### src/ueps_pkg.sv
// Package: register map, field positions, types and timing for the endpoint status block
package ueps_pkg;
   // ==========================================================================
   // Register indices (byte address is four times the index)
   localparam logic [7:0] IDX_PTR_LO      = 8'h06;
   localparam logic [7:0] IDX_PTR_HI      = 8'h07;
   localparam logic [7:0] IDX_IRQ_A       = 8'h08;
   localparam logic [7:0] IDX_IRQ_B       = 8'h09;
   localparam logic [7:0] IDX_FLAGS_A_CLR = 8'h0a;
   localparam logic [7:0] IDX_FLAGS_A_SET = 8'h0b;
   localparam logic [7:0] IDX_FLAGS_B_CLR = 8'h0c;
   localparam logic [7:0] IDX_FLAGS_B_SET = 8'h0d;
   localparam logic [7:0] IDX_FIFO_POP    = 8'h0e;
   localparam logic [7:0] IDX_TRIM_LO     = 8'h3a;
   localparam logic [7:0] IDX_TRIM_HI     = 8'h3b;
   localparam logic [1:0] IDX_EP_WIN      = 2'h1;
   // ==========================================================================
   // Field positions
   localparam int FA_SUSPEND = 6;
   localparam int FA_RESUME  = 5;
   localparam int FA_BUSRST  = 4;
   localparam int FA_CRC     = 3;
   localparam int FA_UNF     = 2;
   localparam int FA_OVF     = 1;
   localparam int FA_STALL   = 0;
   localparam int FB_TRN     = 1;
   localparam int FB_SETUP   = 0;
   localparam int IA_BUSEV   = 6;
   localparam int IA_BUSERR  = 5;
   localparam int IA_STALL   = 4;
   localparam int ST_STALL   = 7;
   localparam int ST_UNFOVF  = 6;
   localparam int ST_DONEIO  = 5;
   localparam int ST_DONEANY = 4;
   localparam int ST_BANK    = 3;
   localparam int ST_NAK1    = 2;
   localparam int ST_NAK0    = 1;
   localparam int ST_TOGGLE  = 0;
   localparam int CT_MULTI   = 5;
   localparam int CT_PING    = 4;
   localparam int CT_INHIBIT = 3;
   localparam int CT_STALL   = 2;
   localparam logic [7:0] ST_W1C_MASK  = 8'hbe;
   localparam logic [7:0] FA_MASK      = 8'h7f;
   localparam logic [7:0] FB_MASK      = 8'h03;
   localparam logic [7:0] IA_MASK      = 8'h73;
   localparam logic [7:0] RST_BYTE     = 8'h00;
   localparam logic [10:0] MIN_PAYLOAD = 11'h008;
   localparam logic [10:0] ISO_MAX     = 11'h3ff;
   localparam logic [1:0] RESP_OKAY    = 2'h0;
   localparam logic [1:0] RESP_SLVERR  = 2'h2;
   // ==========================================================================
   // Timing
   localparam int CLK_HZ        = 10_000_000;
   localparam int IDLE_SUSP_MS  = 3;
   localparam int IDLE_SUSP_CYC = CLK_HZ / 1000 * IDLE_SUSP_MS;
   // ==========================================================================
   // Types
   typedef enum logic [1:0] {EP_DISABLED = 2'h0, EP_CONTROL = 2'h1, EP_BULK = 2'h2, EP_ISO = 2'h3} ueps_ep_type_t;
   typedef enum logic [1:0] {BUS_ACTIVE = 2'h1, BUS_SUSPENDED = 2'h2} ueps_bus_state_t;
   typedef struct packed {
      logic       valid;
      logic [3:0] epNum;
      logic       dirIn;
      logic       setup;
      logic       success;
      logic       stall;
      logic       unfOvf;
      logic       crcErr;
   } ueps_evt_t;
endpackage : ueps_pkg

### src/ueps_status_flags.sv
// Endpoint status table, bus event flags and pad trim behind an AXI4-Lite slave
//
// The AXI4-Lite slave port was decided locally.
`timescale 1ns/100ps
`default_nettype none
module ueps_status_flags #(
   parameter int IDLE_CYC = ueps_pkg::IDLE_SUSP_CYC
) (
   // Clock and reset
   input  wire logic              clk,
   input  wire logic              rst,
   // AXI4-Lite slave
   input  wire logic              awvalid,
   output logic                   awready,
   input  wire logic [11:0]       awaddr,
   input  wire logic              wvalid,
   output logic                   wready,
   input  wire logic [31:0]       wdata,
   input  wire logic [3:0]        wstrb,
   output logic                   bvalid,
   input  wire logic              bready,
   output logic [1:0]             bresp,
   input  wire logic              arvalid,
   output logic                   arready,
   input  wire logic [11:0]       araddr,
   output logic                   rvalid,
   input  wire logic              rready,
   output logic [31:0]            rdata,
   output logic [1:0]             rresp,
   // Bus conditions from the line state logic
   input  wire logic              busReset,
   input  wire logic              busNonIdle,
   // Transaction events from the protocol engine
   input  wire ueps_pkg::ueps_evt_t evt,
   // Endpoint lookup for the protocol engine
   input  wire logic [4:0]        lkEp,
   input  wire logic [10:0]       rxByteCount,
   output ueps_pkg::ueps_ep_type_t lkType,
   output logic [15:0]            lkAddr,
   output logic                   lkNak,
   output logic                   lkToggle,
   output logic                   lkToggleCheck,
   output logic                   lkStall,
   output logic                   lkMulti,
   output logic [10:0]            lkMaxBytes,
   output logic                   rxDiscard,
   // Pad trim, wake and interrupt
   output logic [15:0]            padTrim,
   output logic                   wakeRequest,
   output logic                   irq
);
   // ==========================================================================
   // Register bus decode
   logic        bvalid_q, rvalid_q;
   logic [1:0]  bresp_q, rresp_q;
   logic [31:0] rdata_q;
   wire         wrGo   = awvalid && wvalid && !bvalid_q;
   wire         rdGo   = arvalid && !rvalid_q;
   wire  [7:0]  wIdx   = awaddr[9:2];
   wire  [7:0]  rIdx   = araddr[9:2];
   wire         wEn    = wrGo && wstrb[0];
   wire  [7:0]  wb     = wdata[7:0];
   wire         epWr   = wEn && awaddr[11:10] == 2'h0 && wIdx[7:6] == ueps_pkg::IDX_EP_WIN;
   wire         wrA    = wEn && wIdx == ueps_pkg::IDX_FLAGS_A_SET;
   wire         wcA    = wEn && wIdx == ueps_pkg::IDX_FLAGS_A_CLR;
   wire         wrB    = wEn && wIdx == ueps_pkg::IDX_FLAGS_B_SET;
   wire         wcB    = wEn && wIdx == ueps_pkg::IDX_FLAGS_B_CLR;
   wire  [7:0]  setSwA = wrA ? (wb & ueps_pkg::FA_MASK) : 8'h00;
   wire  [7:0]  clrSwA = wcA ? (wb & ueps_pkg::FA_MASK) : 8'h00;
   wire  [7:0]  setSwB = wrB ? (wb & ueps_pkg::FB_MASK) : 8'h00;
   wire  [7:0]  clrSwB = wcB ? (wb & ueps_pkg::FB_MASK) : 8'h00;
   wire         wMapHi = awaddr[11:10] == 2'h0;
   wire         wMap   = wMapHi && (wIdx[7:6] == ueps_pkg::IDX_EP_WIN || wrA || wcA || wrB || wcB
                         || wIdx == ueps_pkg::IDX_PTR_LO || wIdx == ueps_pkg::IDX_PTR_HI
                         || wIdx == ueps_pkg::IDX_IRQ_A || wIdx == ueps_pkg::IDX_IRQ_B
                         || wIdx == ueps_pkg::IDX_FLAGS_A_SET || wIdx == ueps_pkg::IDX_FLAGS_A_CLR
                         || wIdx == ueps_pkg::IDX_FLAGS_B_SET || wIdx == ueps_pkg::IDX_FLAGS_B_CLR
                         || wIdx == ueps_pkg::IDX_FIFO_POP
                         || wIdx == ueps_pkg::IDX_TRIM_LO || wIdx == ueps_pkg::IDX_TRIM_HI);

   assign awready = wrGo;
   assign wready  = wrGo;
   assign arready = rdGo;
   assign bvalid  = bvalid_q;
   assign bresp   = bresp_q;
   assign rvalid  = rvalid_q;
   assign rresp   = rresp_q;
   assign rdata   = rdata_q;

   // ==========================================================================
   // Plain control registers
   logic [15:0] ptr_q, trim_q;
   logic [7:0]  irqA_q, irqB_q;
   always_ff @(posedge clk) begin
      if (rst) begin
         ptr_q  <= 16'h0000;
         trim_q <= 16'h0000;
         irqA_q <= ueps_pkg::RST_BYTE;
         irqB_q <= ueps_pkg::RST_BYTE;
      end else if (wEn && wMapHi) begin
         if (wIdx == ueps_pkg::IDX_PTR_LO) ptr_q[7:0] <= {wb[7:1], 1'b0};
         if (wIdx == ueps_pkg::IDX_PTR_HI) ptr_q[15:8] <= wb;
         if (wIdx == ueps_pkg::IDX_TRIM_LO) trim_q[7:0] <= wb;
         if (wIdx == ueps_pkg::IDX_TRIM_HI) trim_q[15:8] <= wb;
         if (wIdx == ueps_pkg::IDX_IRQ_A) irqA_q <= wb & ueps_pkg::IA_MASK;
         if (wIdx == ueps_pkg::IDX_IRQ_B) irqB_q <= wb & ueps_pkg::FB_MASK;
      end
   end
   assign padTrim = trim_q;

   // ==========================================================================
   // Endpoint table: 16 addresses, OUT at even entry, IN at odd entry
   logic [7:0] epStat [32];
   logic [7:0] epCtrl [32];
   wire  [4:0] evtIdx  = {evt.epNum, evt.dirIn};
   wire  [7:0] evtCtl  = epCtrl[evtIdx];
   wire        evtIso  = evtCtl[7:6] == ueps_pkg::EP_ISO;
   wire        evtEn   = evt.valid && evtCtl[7:6] != ueps_pkg::EP_DISABLED;
   wire        evtOk   = evtEn && evt.success;

   for (genvar e = 0; e < 32; e++) begin : gEp
      logic [7:0] stat_q, ctrl_q;
      wire        hit    = evtEn && evtIdx == 5'(e);
      wire        swStat = epWr && wIdx[5:0] == {5'(e), 1'b0};
      wire        swCtrl = epWr && wIdx[5:0] == {5'(e), 1'b1};
      wire        iso    = ctrl_q[7:6] == ueps_pkg::EP_ISO;
      // Consumed buffer stays refused until software clears its NAK bit
      wire        bankUsed = ctrl_q[ueps_pkg::CT_PING] && stat_q[ueps_pkg::ST_BANK];
      wire [7:0]  base   = swStat ? ((stat_q & ueps_pkg::ST_W1C_MASK & ~wb) | (wb & ~ueps_pkg::ST_W1C_MASK))
                                  : stat_q;
      wire [7:0]  setM   = {hit && ((evt.stall && !iso) || (evt.crcErr && iso && !evt.dirIn)),
                            hit && evt.unfOvf,
                            hit && evt.success && !evt.setup,
                            hit && evt.success,
                            1'b0, hit && evt.success && bankUsed,
                            hit && evt.success && !bankUsed, 1'b0};
      wire [7:0]  flipM  = {4'h0, hit && evt.success && ctrl_q[ueps_pkg::CT_PING],
                            2'h0, hit && evt.success && !iso};
      always_ff @(posedge clk) begin
         if (rst) begin
            stat_q <= ueps_pkg::RST_BYTE;
            ctrl_q <= ueps_pkg::RST_BYTE;
         end else begin
            stat_q <= (base | setM) ^ flipM;
            if (swCtrl) ctrl_q <= wb;
         end
      end
      assign epStat[e] = stat_q;
      assign epCtrl[e] = ctrl_q;
   end

   // ==========================================================================
   // Lookup for the protocol engine, registered
   wire [7:0]  lkS    = epStat[lkEp];
   wire [7:0]  lkC    = epCtrl[lkEp];
   wire        lkIso  = lkC[7:6] == ueps_pkg::EP_ISO;
   wire [2:0]  lkSz   = lkIso ? lkC[2:0] : {1'b0, lkC[1:0]};
   wire [10:0] lkMax  = lkSz == 3'h7 ? ueps_pkg::ISO_MAX : (ueps_pkg::MIN_PAYLOAD << lkSz);
   wire        lkBank = lkC[ueps_pkg::CT_PING] && lkS[ueps_pkg::ST_BANK];
   wire [15:0] lkA    = ptr_q + {8'h00, lkEp, 3'h0};
   always_ff @(posedge clk) begin
      if (rst) begin
         lkType        <= ueps_pkg::EP_DISABLED;
         lkAddr        <= 16'h0000;
         lkNak         <= 1'b0;
         lkToggle      <= 1'b0;
         lkToggleCheck <= 1'b0;
         lkStall       <= 1'b0;
         lkMulti       <= 1'b0;
         lkMaxBytes    <= ueps_pkg::MIN_PAYLOAD;
         rxDiscard     <= 1'b0;
      end else begin
         lkType        <= ueps_pkg::ueps_ep_type_t'(lkC[7:6]);
         lkAddr        <= lkA;
         lkNak         <= lkBank ? lkS[ueps_pkg::ST_NAK1] : lkS[ueps_pkg::ST_NAK0];
         lkToggle      <= lkS[ueps_pkg::ST_TOGGLE] && !lkIso;
         lkToggleCheck <= !lkIso;
         lkStall       <= lkC[ueps_pkg::CT_STALL];
         lkMulti       <= lkC[ueps_pkg::CT_MULTI];
         lkMaxBytes    <= lkMax;
         rxDiscard     <= rxByteCount >= lkMax;
      end
   end

   // ==========================================================================
   // Suspend detection
   ueps_pkg::ueps_bus_state_t busState_q;
   logic [31:0] idleCnt_q;
   wire         idleDone = busState_q == ueps_pkg::BUS_ACTIVE && idleCnt_q == 32'(IDLE_CYC - 1);
   always_ff @(posedge clk) begin
      if (rst) begin
         busState_q <= ueps_pkg::BUS_ACTIVE;
         idleCnt_q  <= 32'h0;
      end else if (busNonIdle || busReset) begin
         busState_q <= ueps_pkg::BUS_ACTIVE;
         idleCnt_q  <= 32'h0;
      end else begin
         case (busState_q)
            ueps_pkg::BUS_ACTIVE: begin
               if (idleDone) busState_q <= ueps_pkg::BUS_SUSPENDED;
               else idleCnt_q <= idleCnt_q + 32'h1;
            end
            ueps_pkg::BUS_SUSPENDED: busState_q <= ueps_pkg::BUS_SUSPENDED;
            default: busState_q <= ueps_pkg::BUS_ACTIVE;
         endcase
      end
   end

   // ==========================================================================
   // Flags A; resume presets without the clock so a stopped core can wake
   logic [7:0] flagsA_q;
   logic       resume_q;
   wire        wakeAsync = busState_q == ueps_pkg::BUS_SUSPENDED && busNonIdle;
   wire [7:0]  setHwA = {1'b0, idleDone, 1'b0,
                         busReset,
                         evtEn && evt.crcErr && evtIso,
                         evtEn && evt.unfOvf && evt.dirIn,
                         evtEn && evt.unfOvf && !evt.dirIn,
                         evtEn && evt.stall};
   always_ff @(posedge clk) begin
      if (rst) flagsA_q <= ueps_pkg::RST_BYTE;
      else flagsA_q <= (flagsA_q & ~clrSwA) | setHwA | setSwA;
   end
   always_ff @(posedge clk or posedge wakeAsync) begin
      if (wakeAsync) resume_q <= 1'b1;
      else if (rst) resume_q <= 1'b0;
      else resume_q <= (resume_q && !clrSwA[ueps_pkg::FA_RESUME]) || setSwA[ueps_pkg::FA_RESUME];
   end
   wire [7:0] flagsA = {flagsA_q[7:6], resume_q, flagsA_q[4:0]};
   assign wakeRequest = resume_q;

   // ==========================================================================
   // Completion FIFO of entry addresses, skipped for inhibited endpoints
   logic [15:0] fifoMem [16];
   logic [4:0]  wrPtr_q, rdPtr_q;
   wire  [4:0]  fifoCnt = wrPtr_q - rdPtr_q;
   wire         push    = evtOk && !evt.setup && !evtCtl[ueps_pkg::CT_INHIBIT] && fifoCnt != 5'h10;
   wire         pop     = rdGo && araddr[11:10] == 2'h0 && rIdx == ueps_pkg::IDX_FIFO_POP && fifoCnt != 5'h0;
   wire  [15:0] pushA   = ptr_q + {8'h00, evtIdx, 3'h0};
   always_ff @(posedge clk) begin
      if (rst) begin
         wrPtr_q <= 5'h0;
         rdPtr_q <= 5'h0;
      end else begin
         if (push) wrPtr_q <= wrPtr_q + 5'h1;
         if (pop) rdPtr_q <= rdPtr_q + 5'h1;
      end
   end
   always_ff @(posedge clk) begin
      if (push) fifoMem[wrPtr_q[3:0]] <= pushA;
   end

   // ==========================================================================
   // Flags B: transaction flag is a level from the FIFO or software
   logic       trnSw_q, setup_q;
   always_ff @(posedge clk) begin
      if (rst) begin
         trnSw_q <= 1'b0;
         setup_q <= 1'b0;
      end else begin
         trnSw_q <= (trnSw_q && !clrSwB[ueps_pkg::FB_TRN]) || setSwB[ueps_pkg::FB_TRN];
         setup_q <= (setup_q && !clrSwB[ueps_pkg::FB_SETUP]) || setSwB[ueps_pkg::FB_SETUP]
                    || (evtOk && evt.setup);
      end
   end
   wire       trnFlag = trnSw_q || fifoCnt != 5'h0;
   wire [7:0] flagsB  = {6'h00, trnFlag, setup_q};

   // ==========================================================================
   // Interrupt
   wire irqSrc = (irqA_q[ueps_pkg::IA_BUSEV] && (flagsA[ueps_pkg::FA_SUSPEND] || flagsA[ueps_pkg::FA_RESUME]
                  || flagsA[ueps_pkg::FA_BUSRST]))
              || (irqA_q[ueps_pkg::IA_BUSERR] && (flagsA[ueps_pkg::FA_CRC] || flagsA[ueps_pkg::FA_UNF]
                  || flagsA[ueps_pkg::FA_OVF]))
              || (irqA_q[ueps_pkg::IA_STALL] && flagsA[ueps_pkg::FA_STALL])
              || |(irqB_q & flagsB);
   assign irq = irqSrc && irqA_q[1:0] != 2'h0;

   // ==========================================================================
   // Read data and responses
   wire [7:0]  rEp   = araddr[2] ? epCtrl[rIdx[5:1]] : epStat[rIdx[5:1]];
   wire        rMapHi = araddr[11:10] == 2'h0;
   wire        rIsEp = rMapHi && rIdx[7:6] == ueps_pkg::IDX_EP_WIN;
   wire [31:0] rWord =
      rIsEp ? {24'h0, rEp} :
      !rMapHi ? 32'h0 :
      (rIdx == ueps_pkg::IDX_FLAGS_A_SET || rIdx == ueps_pkg::IDX_FLAGS_A_CLR) ? {24'h0, flagsA} :
      (rIdx == ueps_pkg::IDX_FLAGS_B_SET || rIdx == ueps_pkg::IDX_FLAGS_B_CLR) ? {24'h0, flagsB} :
      rIdx == ueps_pkg::IDX_PTR_LO ? {24'h0, ptr_q[7:0]} :
      rIdx == ueps_pkg::IDX_PTR_HI ? {24'h0, ptr_q[15:8]} :
      rIdx == ueps_pkg::IDX_IRQ_A ? {24'h0, irqA_q} :
      rIdx == ueps_pkg::IDX_IRQ_B ? {24'h0, irqB_q} :
      rIdx == ueps_pkg::IDX_TRIM_LO ? {24'h0, trim_q[7:0]} :
      rIdx == ueps_pkg::IDX_TRIM_HI ? {24'h0, trim_q[15:8]} :
      rIdx == ueps_pkg::IDX_FIFO_POP ? {15'h0, fifoCnt != 5'h0, fifoMem[rdPtr_q[3:0]]} : 32'h0;
   wire        rMap  = rIsEp || (rMapHi && (rIdx == ueps_pkg::IDX_FLAGS_A_SET || rIdx == ueps_pkg::IDX_FLAGS_A_CLR
                       || rIdx == ueps_pkg::IDX_FLAGS_B_SET || rIdx == ueps_pkg::IDX_FLAGS_B_CLR
                       || rIdx == ueps_pkg::IDX_PTR_LO || rIdx == ueps_pkg::IDX_PTR_HI
                       || rIdx == ueps_pkg::IDX_IRQ_A || rIdx == ueps_pkg::IDX_IRQ_B
                       || rIdx == ueps_pkg::IDX_TRIM_LO || rIdx == ueps_pkg::IDX_TRIM_HI
                       || rIdx == ueps_pkg::IDX_FIFO_POP));
   always_ff @(posedge clk) begin
      if (rst) begin
         bvalid_q <= 1'b0;
         bresp_q  <= ueps_pkg::RESP_OKAY;
         rvalid_q <= 1'b0;
         rresp_q  <= ueps_pkg::RESP_OKAY;
         rdata_q  <= 32'h0;
      end else begin
         if (wrGo) begin
            bvalid_q <= 1'b1;
            bresp_q  <= wMap ? ueps_pkg::RESP_OKAY : ueps_pkg::RESP_SLVERR;
         end else if (bready) bvalid_q <= 1'b0;
         if (rdGo) begin
            rvalid_q <= 1'b1;
            rresp_q  <= rMap ? ueps_pkg::RESP_OKAY : ueps_pkg::RESP_SLVERR;
            rdata_q  <= rWord;
         end else if (rready) rvalid_q <= 1'b0;
      end
   end

   // ==========================================================================
   // Checks
   property p_busrst;
      @(posedge clk) disable iff (rst) busReset |=> flagsA[ueps_pkg::FA_BUSRST];
   endproperty
   a_busrst: assert property (p_busrst) else $error("bus reset flag not set");
   property p_stall;
      @(posedge clk) disable iff (rst) evtEn && evt.stall |=> flagsA[ueps_pkg::FA_STALL];
   endproperty
   a_stall: assert property (p_stall) else $error("stall flag not set");
   property p_unf;
      @(posedge clk) disable iff (rst) evtEn && evt.unfOvf && evt.dirIn |=> flagsA[ueps_pkg::FA_UNF];
   endproperty
   a_unf: assert property (p_unf) else $error("underflow flag not set");
   property p_ovf;
      @(posedge clk) disable iff (rst) evtEn && evt.unfOvf && !evt.dirIn |=> flagsA[ueps_pkg::FA_OVF];
   endproperty
   a_ovf: assert property (p_ovf) else $error("overflow flag not set");
   property p_crc;
      @(posedge clk) disable iff (rst) evtEn && evt.crcErr && evtIso |=> flagsA[ueps_pkg::FA_CRC];
   endproperty
   a_crc: assert property (p_crc) else $error("crc flag not set");
   property p_trn;
      @(posedge clk) disable iff (rst) evtOk && !evt.setup && !evtCtl[ueps_pkg::CT_INHIBIT] |=> trnFlag;
   endproperty
   a_trn: assert property (p_trn) else $error("transaction flag low with FIFO entries");
   property p_setup;
      @(posedge clk) disable iff (rst) evtOk && evt.setup |=> setup_q;
   endproperty
   a_setup: assert property (p_setup) else $error("setup flag not set");
   property p_irq;
      @(posedge clk) disable iff (rst) irq |-> irqA_q[1:0] != 2'h0
         && (|(irqB_q & flagsB) || ((|irqA_q[6:4]) && (|flagsA[6:0])));
   endproperty
   a_irq: assert property (p_irq) else $error("interrupt without level or source");
   property p_addr;
      @(posedge clk) disable iff (rst) ##1 lkAddr == $past(ptr_q) + {8'h00, $past(lkEp), 3'h0};
   endproperty
   a_addr: assert property (p_addr) else $error("entry address wrong");
   property p_resume;
      @(posedge clk) disable iff (rst) wakeAsync |=> resume_q;
   endproperty
   a_resume: assert property (p_resume) else $error("resume flag not set");
   property p_suspend;
      @(posedge clk) disable iff (rst) idleDone && !busNonIdle && !busReset
         |=> flagsA[ueps_pkg::FA_SUSPEND] && busState_q == ueps_pkg::BUS_SUSPENDED;
   endproperty
   a_suspend: assert property (p_suspend) else $error("suspend not entered");
endmodule : ueps_status_flags
`default_nettype wire

### config.mk
export PLATFORM = sky130hd
export DESIGN_NAME = ueps_status_flags
export DESIGN_NICKNAME = d
export VERILOG_FILES = /design/src/ueps_pkg.sv /design/src/ueps_status_flags.sv
export SDC_FILE = /design/constraint.sdc
export NUM_CORES = 2
export LEC_CHECK = 0
export BUFFER_PORTS_ARGS = -buffer_cell sky130_fd_sc_hd__buf_2
export CORE_AREA = 2 2 324 326
export CTS_CLUSTER_SIZE = 12
export DETAILED_ROUTE_END_ITERATION = 8
export DIE_AREA = 0 0 326 328
export SYNTH_ARGS = -nofsm -noshare
export SYNTH_HDL_FRONTEND = slang
export SYNTH_SLANG_ARGS = --single-unit
### constraint.sdc
create_clock -name clk -period 1.9 [get_ports clk]
set_input_delay 0 -clock clk [delete_from_list [all_inputs] [get_ports clk]]
set_output_delay 0 -clock clk [all_outputs]
set_load 0.05 [all_outputs]
# Yosys cells after proc, flatten, opt, wreduce, memory -nomap -nowiden
# Memories as Yosys holds them, arrays and structs flattened. A register that Yosys moved wholly into a read port is not among the register bits.
# Cells that the tools add are included.
[totals] n_memories=1 regBits=678 ramBits=256 rom_bits=0 latch_bits=0 elab_cells=1161
[memory_table] name="fifoMem" words=16 width=16 rd=1 rd_ports_with_merged_regs=1 write_ports=1 line="ueps_status_flags.sv:234" source="logic [15:0] fifoMem [16];"
[classes] n_reduce_logical=682 bitwise=138 addsub=6 multipliers=0 shifts=1 mux=79 div=0 eq_ne=158 magnitude_cmp=4
[op_table] op="1-bit logical AND" n=519
[op_table] op="8-bit two-way mux" n=41
[op_table] op="8-bit by 7-bit OR with 8-bit output" n=34
[op_table] op="8-bit bitwise AND" n=33
[op_table] op="8-bit OR" n=32
[op_table] op="8-bit by 4-bit bitwise XOR with 8-bit output" n=32
[op_table] op="8-bit binary-select mux with 5-bit select" n=5
[op_table] op="6-bit == test, second input constant" n=32
[op_table] op="17-bit two-way mux" n=11
[op_table] op="8-bit by 4-bit == test with 1-bit output, second input constant" n=14
[op_table] op="6-bit by 5-bit == test with 1-bit output, second input constant" n=16
[op_table] op="5-bit == test, second input constant" n=16
[op_table] op="1-bit zero test" n=73
[op_table] op="1-bit logical OR" n=72
[op_table] op="2-bit == test, second input constant" n=35
[op_table] op="6-bit by 4-bit == test with 1-bit output, second input constant" n=8
[op_table] op="5-bit by 4-bit == test with 1-bit output, second input constant" n=8
[op_table] op="16-bit by 8-bit adder with 16-bit output" n=2
[op_table] op="32-bit by 1-bit adder with 32-bit output, second input constant" n=1
[op_table] op="32-bit by 15-bit == test with 1-bit output, second input constant" n=1
[op_table] op="8-bit by 3-bit == test with 1-bit output, second input constant" n=4
[op_table] op="8-bit by 6-bit == test with 1-bit output, second input constant" n=4
[op_table] op="6-bit by 3-bit == test with 1-bit output, second input constant" n=4
[op_table] op="5-bit by 3-bit == test with 1-bit output, second input constant" n=4
[op_table] op="33 further kinds" n=67

# Depth between registers and ports, before layout
[depth] depth_word=21 ltp_mapped=19 mapped_depth_nobuf=14

# Least setup slack after synthesis
# No wires, ideal clock.
[synth_timing] path_type="input to register" start="input lkEp[0]" end="register rxDiscard" cell_stages=15 slack_ns=-1.315 required_time_ns=1.766 n_path_buf=2 setup_time_ns=0.134 t_arrival_ns=3.082 cell_sequence="buf_4 buf_4 mux4_2 mux4_2 mux2i_2 or2_2 nor2_1 ha_1 nand2b_1 a21o_1 a21o_1 a21o_1 a21o_1 a21oi_1 a211oi_1"
[synth_between] elab_chain_cells=9 word_cells_on_any_way=10 classes_between="order compare (1); eq/ne (2); shift (1); mux (5); bitwise (1)"
[synth_rtl] element="from (decl)" line="ueps_status_flags.sv:36" source="input wire logic [4:0] lkEp,"
[synth_rtl] element="5-bit NOT with 6-bit output (implied by the code) *" line="ueps_status_flags.sv:155" source="wire [7:0] lkC = epCtrl[lkEp];"
[synth_rtl] element="8-bit binary-select mux with 5-bit select *" line="ueps_status_flags.sv:155"
[synth_rtl] element="8-bit two-way mux (implied by the code) * (2 in series)" line="ueps_status_flags.sv:155"
[synth_rtl] element="2-bit == test" line="ueps_status_flags.sv:156" source="wire lkIso = lkC[7:6] == ueps_pkg::EP_ISO;"
[synth_rtl] element="3-bit two-way mux *" line="ueps_status_flags.sv:157" source="wire [2:0] lkSz = lkIso ? lkC[2:0] : {1'b0, lkC[1:0]};"
[synth_rtl] element="4-bit by 3-bit left shift with 11-bit output or 3-bit == test (tied branches)" line="ueps_status_flags.sv:158" source="wire [10:0] lkMax = lkSz == 3'h7 ? ueps_pkg::ISO_MAX : (ueps_pkg::MIN_PAYLOAD << lkSz);"
[synth_rtl] element="11-bit two-way mux *" line="ueps_status_flags.sv:158"
[synth_rtl] element="via lkMax[0]" line="ueps_status_flags.sv:158"
[synth_rtl] element="11-bit greater-or-equal comparator *" line="ueps_status_flags.sv:181" source="rxDiscard <= rxByteCount >= lkMax;"
[synth_rtl] element="to (signal assigned)" line="ueps_status_flags.sv:181"
[synth_rtl] element="to (decl)" line="ueps_status_flags.sv:46" source="output logic rxDiscard,"
# Mark *: on every way through the listed nets, which the timed path passes. The rest lies on a longest branch. The select of a mux whose other input is x is not followed.
# A chain may end at the register's enable or synchronous reset.

# Final worst setup path
[layout_timing] start="register gEp[26].ctrl_q[0]" end="register rxDiscard"
[layout_between] elab_chain_cells=7 word_cells_on_any_way=8 classes_between="order compare (1); eq/ne (1); shift (1); mux (5)"
[layout_rtl] element="from (decl)" line="ueps_status_flags.sv:122" source="logic [7:0] stat_q, ctrl_q;"
[layout_rtl] element="from (signal assigned)" line="ueps_status_flags.sv:142" source="ctrl_q <= ueps_pkg::RST_BYTE;"
[layout_rtl] element="from (signal assigned)" line="ueps_status_flags.sv:145" source="if (swCtrl) ctrl_q <= wb;"
[layout_rtl] element="8-bit binary-select mux with 5-bit select *" line="ueps_status_flags.sv:155"
[layout_rtl] element="8-bit two-way mux (implied by the code) * (2 in series)" line="ueps_status_flags.sv:155"
[layout_rtl] element="3-bit two-way mux *" line="ueps_status_flags.sv:157"
[layout_rtl] element="4-bit by 3-bit left shift with 11-bit output or 3-bit == test (tied branches)" line="ueps_status_flags.sv:158"
[layout_rtl] element="11-bit two-way mux *" line="ueps_status_flags.sv:158"
[layout_rtl] element="11-bit greater-or-equal comparator *" line="ueps_status_flags.sv:181"
# Every way passes the cells marked *; elsewhere a longest branch is shown, timed or not. The select of a mux whose other input is x is not followed.

==> metrics.md <==
| Metric | Value |
|---|---|
| Outcome | `finished, violations left` |
| Failing checks | `setup timing` |
| Clk_lat worst skew | `approximately 0.75 ns` |
| Critical Path End Type | `flip-flop` |
| Logic gate share of total power | `12.3%` |
| Die Width | `326 um` |
| PortBufs | `139` |
| Max-Slew Margin vs Limit | `between 40% and 50%` |
| Sw Share | `27.05%` |
| Layout area overhead | `42.19%` |
| Tmin final | `3.257 ns` |
| Final GP Congestion | `slightly above 1` |
| Mean Syn Cell Area | `approximately 9.6 sq um` |
| Sequential-to-total area share from yosys stat | `about 44%` |
| WP data arrival | `~3.8 ns` |
| Worst EP required | `around 2.5 ns` |
| Final Cycle Share | `171.4%` |
| Int Pwr | `~33 mW` |
| Via count | `approximately 46k` |
| Initial Util | `approximately 45%` |
| Sequential fraction of design power | `between 40 and 50%` |
| Layout cells sized above 1 | `between 30% and 40%` |
| Core Area | `between 0.1 and 0.15 sq mm` |
| Vias in the first global route | `about 44k` |
| PwrDens | `around 690 mW/mm^2` |
| Power, Total | `between 40 and 50 mW` |
| H-tree depth | `3` |
| Largest net degree at the start of global routing | `75` |
| DR iter-0 viols | `6,225` |
| Post-synthesis cell type count | `just under 90` |
| Unrepaired setup endpoints after global routing | `yes` |
| WL final | `roughly 210 mm` |
| Fin Hold WS | `0.03630 ns` |
| Asr flop ratio synth | `less than 1%` |
| Largest area contributor in the synthesized netlist | `dfxtp_1` |
| Tot GR Track Use | `about 38%` |
| Critical path startpoint category | `flip-flop` |
| Yosys Warn Count | `0` |
| Worst-path fanout max | `2` |
| Post-synth top area share | `28.51%` |
| Critical path type | `flip-flop to flip-flop` |
| Post-DP HPWL | `147.0 mm` |
| # DRC | `0` |
| Post-synth EDFFs | `240` |
| Rows | `118` |
| TritonCTS buffer count | `99` |
| Final #Nets | `6,018` |
| Leakage Power | `~24 nW` |
| Clock Sink Count | `~900` |
| Clock Pin Slew Worst Setup and Hold Paths | `approximately 0.060 ns` |
| Cells after Synth | `about 4.8k` |
| Via density | `~6.3` |
| Setup Skew | `roughly 0.083 ns` |
| Top area cells in the synthesized netlist | `dfxtp_1 29%, edfxtp_1 16%, mux4_2 11%, nand2_1 6.9%, mux2i_1 6.7%` |
| Hold Vio Cnt, Final | `0` |
| WL/cell | `28.41 um` |
| Fmax achieved | `between 0.3 and 0.4 GHz` |
| Pins Over Slew Limit | `0` |
| Tightest Pin Transition | `about 0.84 ns` |
| Die height | `roughly 330 um` |
| VDD IR max | `slightly below 0.8 mV` |
| Clock group share of total power | `a little over two fifths` |
| Setup WS post-layout | `-1.357 ns` |
| Final cell count without fillers | `between 7k and 8k` |
| Most used DFF post-synth | `dfxtp_1` |
| Cell Area, Synth | `0.04621 sq mm` |
| Initial antenna violation count | `16` |
| Root Buffer | `clkbuf_16` |
| First-pass GRT wire length | `between 200 and 300 mm` |
| I/O pin count | `190` |
| Die area | `between 0.1 and 0.15 sq mm` |
| Filler instances | `~8.2k` |
| Count leader, synth | `nand2_1` |
| Hold Path Class | `input pin to flip-flop` |
| Synth cell count leaders | `849 x nand2_1, 658 x dfxtp_1, 415 x a21oi_1` |
| Yosys reg bits | `approximately 900` |
| Switching power | `12.18 mW` |
| Max-cap check violation count | `0` |
| 1st-pass router iterations | `6` |
| Detail Route Antenna Nets | `0` |
| Final TNS setup | `-554.20 ns` |
| GRT overflow | `0` |
| Setup-failing EPs final | `roughly 860` |
| Placed cells | `approximately 7k` |
| CTS tree | `yes` |
| Clk buf depth | `3` |
-- placed cells by master, fill, tap and decap left out, types with 39 or more instances in the layout --
| cell type | synthesis | layout |
|---|---|---|
| buf_4 | 36 | 948 |
| nand2_1 | 849 | 840 |
| nand3_1 | 362 | 277 |
| buf_6 | 8 | 89 |
| a21oi_2 | 0 | 55 |
| buf_2 | 63 | 132 |
| dfxtp_1 | 658 | 619 |
| edfxtp_1 | 240 | 240 |
| buf_12 | 0 | 143 |
| mux2i_1 | 311 | 306 |
| clkbuf_16 | 0 | 106 |
| o21ai_0 | 64 | 47 |
| nand3_2 | 0 | 40 |
| a21oi_1 | 415 | 360 |
| nor3_1 | 61 | 39 |
| nand3_4 | 0 | 45 |
| dlygate4sd3_1 | 0 | 46 |
| nor2_1 | 323 | 294 |
| o221ai_1 | 49 | 49 |
| and3_1 | 61 | 47 |
| mux4_2 | 235 | 235 |
| a32oi_1 | 69 | 39 |
-- critical path, stage by stage, from the launching register on --
cell      delay (ns)
dfxtp_2         0.32
mux4_2          0.48
mux4_2          0.59
mux2i_4         0.22
buf_12          0.13
xnor2_2         0.11
nand2b_1        0.13
ha_4            0.24
a21o_1          0.18
a21oi_2         0.13
nor2b_1         0.06
nor3_2          0.19
nand2b_1        0.10
a21oi_2         0.13
a211oi_2        0.06
-- worst paths after layout --
path / slack, ns / depth (start not counted) / to / start
worst min register to register: 0.41 / 2 / wakeRequest / busState_q[1]
max in group asynchronous: 1.39 / 3 / wakeRequest / busState_q[0]
min in group asynchronous: 0.37 / 4 / wakeRequest / busNonIdle
worst min-delay path: 0.04 / 5 / lkNak / lkEp[3]
worst max-delay path: -1.36 / 14 / rxDiscard / gEp[26].ctrl_q[0]
worst max register to register: -1.36 / 14 / rxDiscard / gEp[26].ctrl_q[0]
-- repair_timing --
action | CTS | global route
gates cloned | 25 | 6
setup endpoints to repair | 842 | 962
pin swaps | 82 | 106
hold buffers | 45 | 1
buffers inserted | 66 | 43
endpoints found under the hold margin | 490 | 1
gates resized for setup | 245 | 299
-- power groups by stage --
stage               Combinational [mW]  Clock, mW  Sequential [mW]
floorplan                         2.23          0             20.2
global placement                  4.24          0             20.1
detailed placement                4.26          0             20.1
CTS                               5.02       19.8             19.7
global route                      5.61       20.6             19.7
finish                            5.54       19.8             19.7
-- flip-flops by register name (all words and copies together), names as in the netlist, 2 cells and up, named ones only --
signal and count:
lkType 2, lkAddr 15, gEp.stat_q 256, rdPtr_q 5
flagsA_q 6, lkMaxBytes 8, irqA_q 5, fifoMem 240
irqB_q 2, busState_q 2, gEp.ctrl_q 256, wrPtr_q 5
ptr_q 15, idleCnt_q 32, padTrim 16, rdata 17
-- routing by layer --
metal | GRT usage, % | wire, um
met3 | 10.55 | 26580
met4 | 21.00 | 13980
met2 | 55.62 | 89720
met1 | 50.08 | 78700
met5 | 0 | 133
-- cells by family (layout without fill, tap and decap cells) --
family,Yosys count,count (layout),synth area share [%]
buffers and inverters,454,1614,4.284
and+or+nand+nor,1907,1908,18.60
AOI/OAI and AO/OA,874,874,12.17
other,1,28,0.008116
adders and majority gates,34,34,0.9531
muxes,572,572,18.85
xor gates and xnor gates,51,51,0.9667
DFF,899,899,44.16
-- stage by stage --
step	util (%)	cell area [sq um]	worst slack (ns)
global route	63.65	65690	-1.420
CTS	61.84	63820	-1.245
finish	63.66	65700	-1.357
floorplan	-	47950	-1.107
global placement	56.15	57950	-1.406
detailed placement	56.15	57950	-1.359
-- cell type report --
cell class	instances	area [sq um]	share of cell area, %
tap	1380	1727	2.628
antenna	9	22.52	0.03428
multi-input combinational	3458	27030	41.15
sequential	899	20470	31.16
clock buffer	144	2808	4.274
timing repair buffer	1398	13010	19.81
clock inverter	40	504.2	0.7675
inverter	32	122.6	0.1866
(Power assumes the default switching activity.)
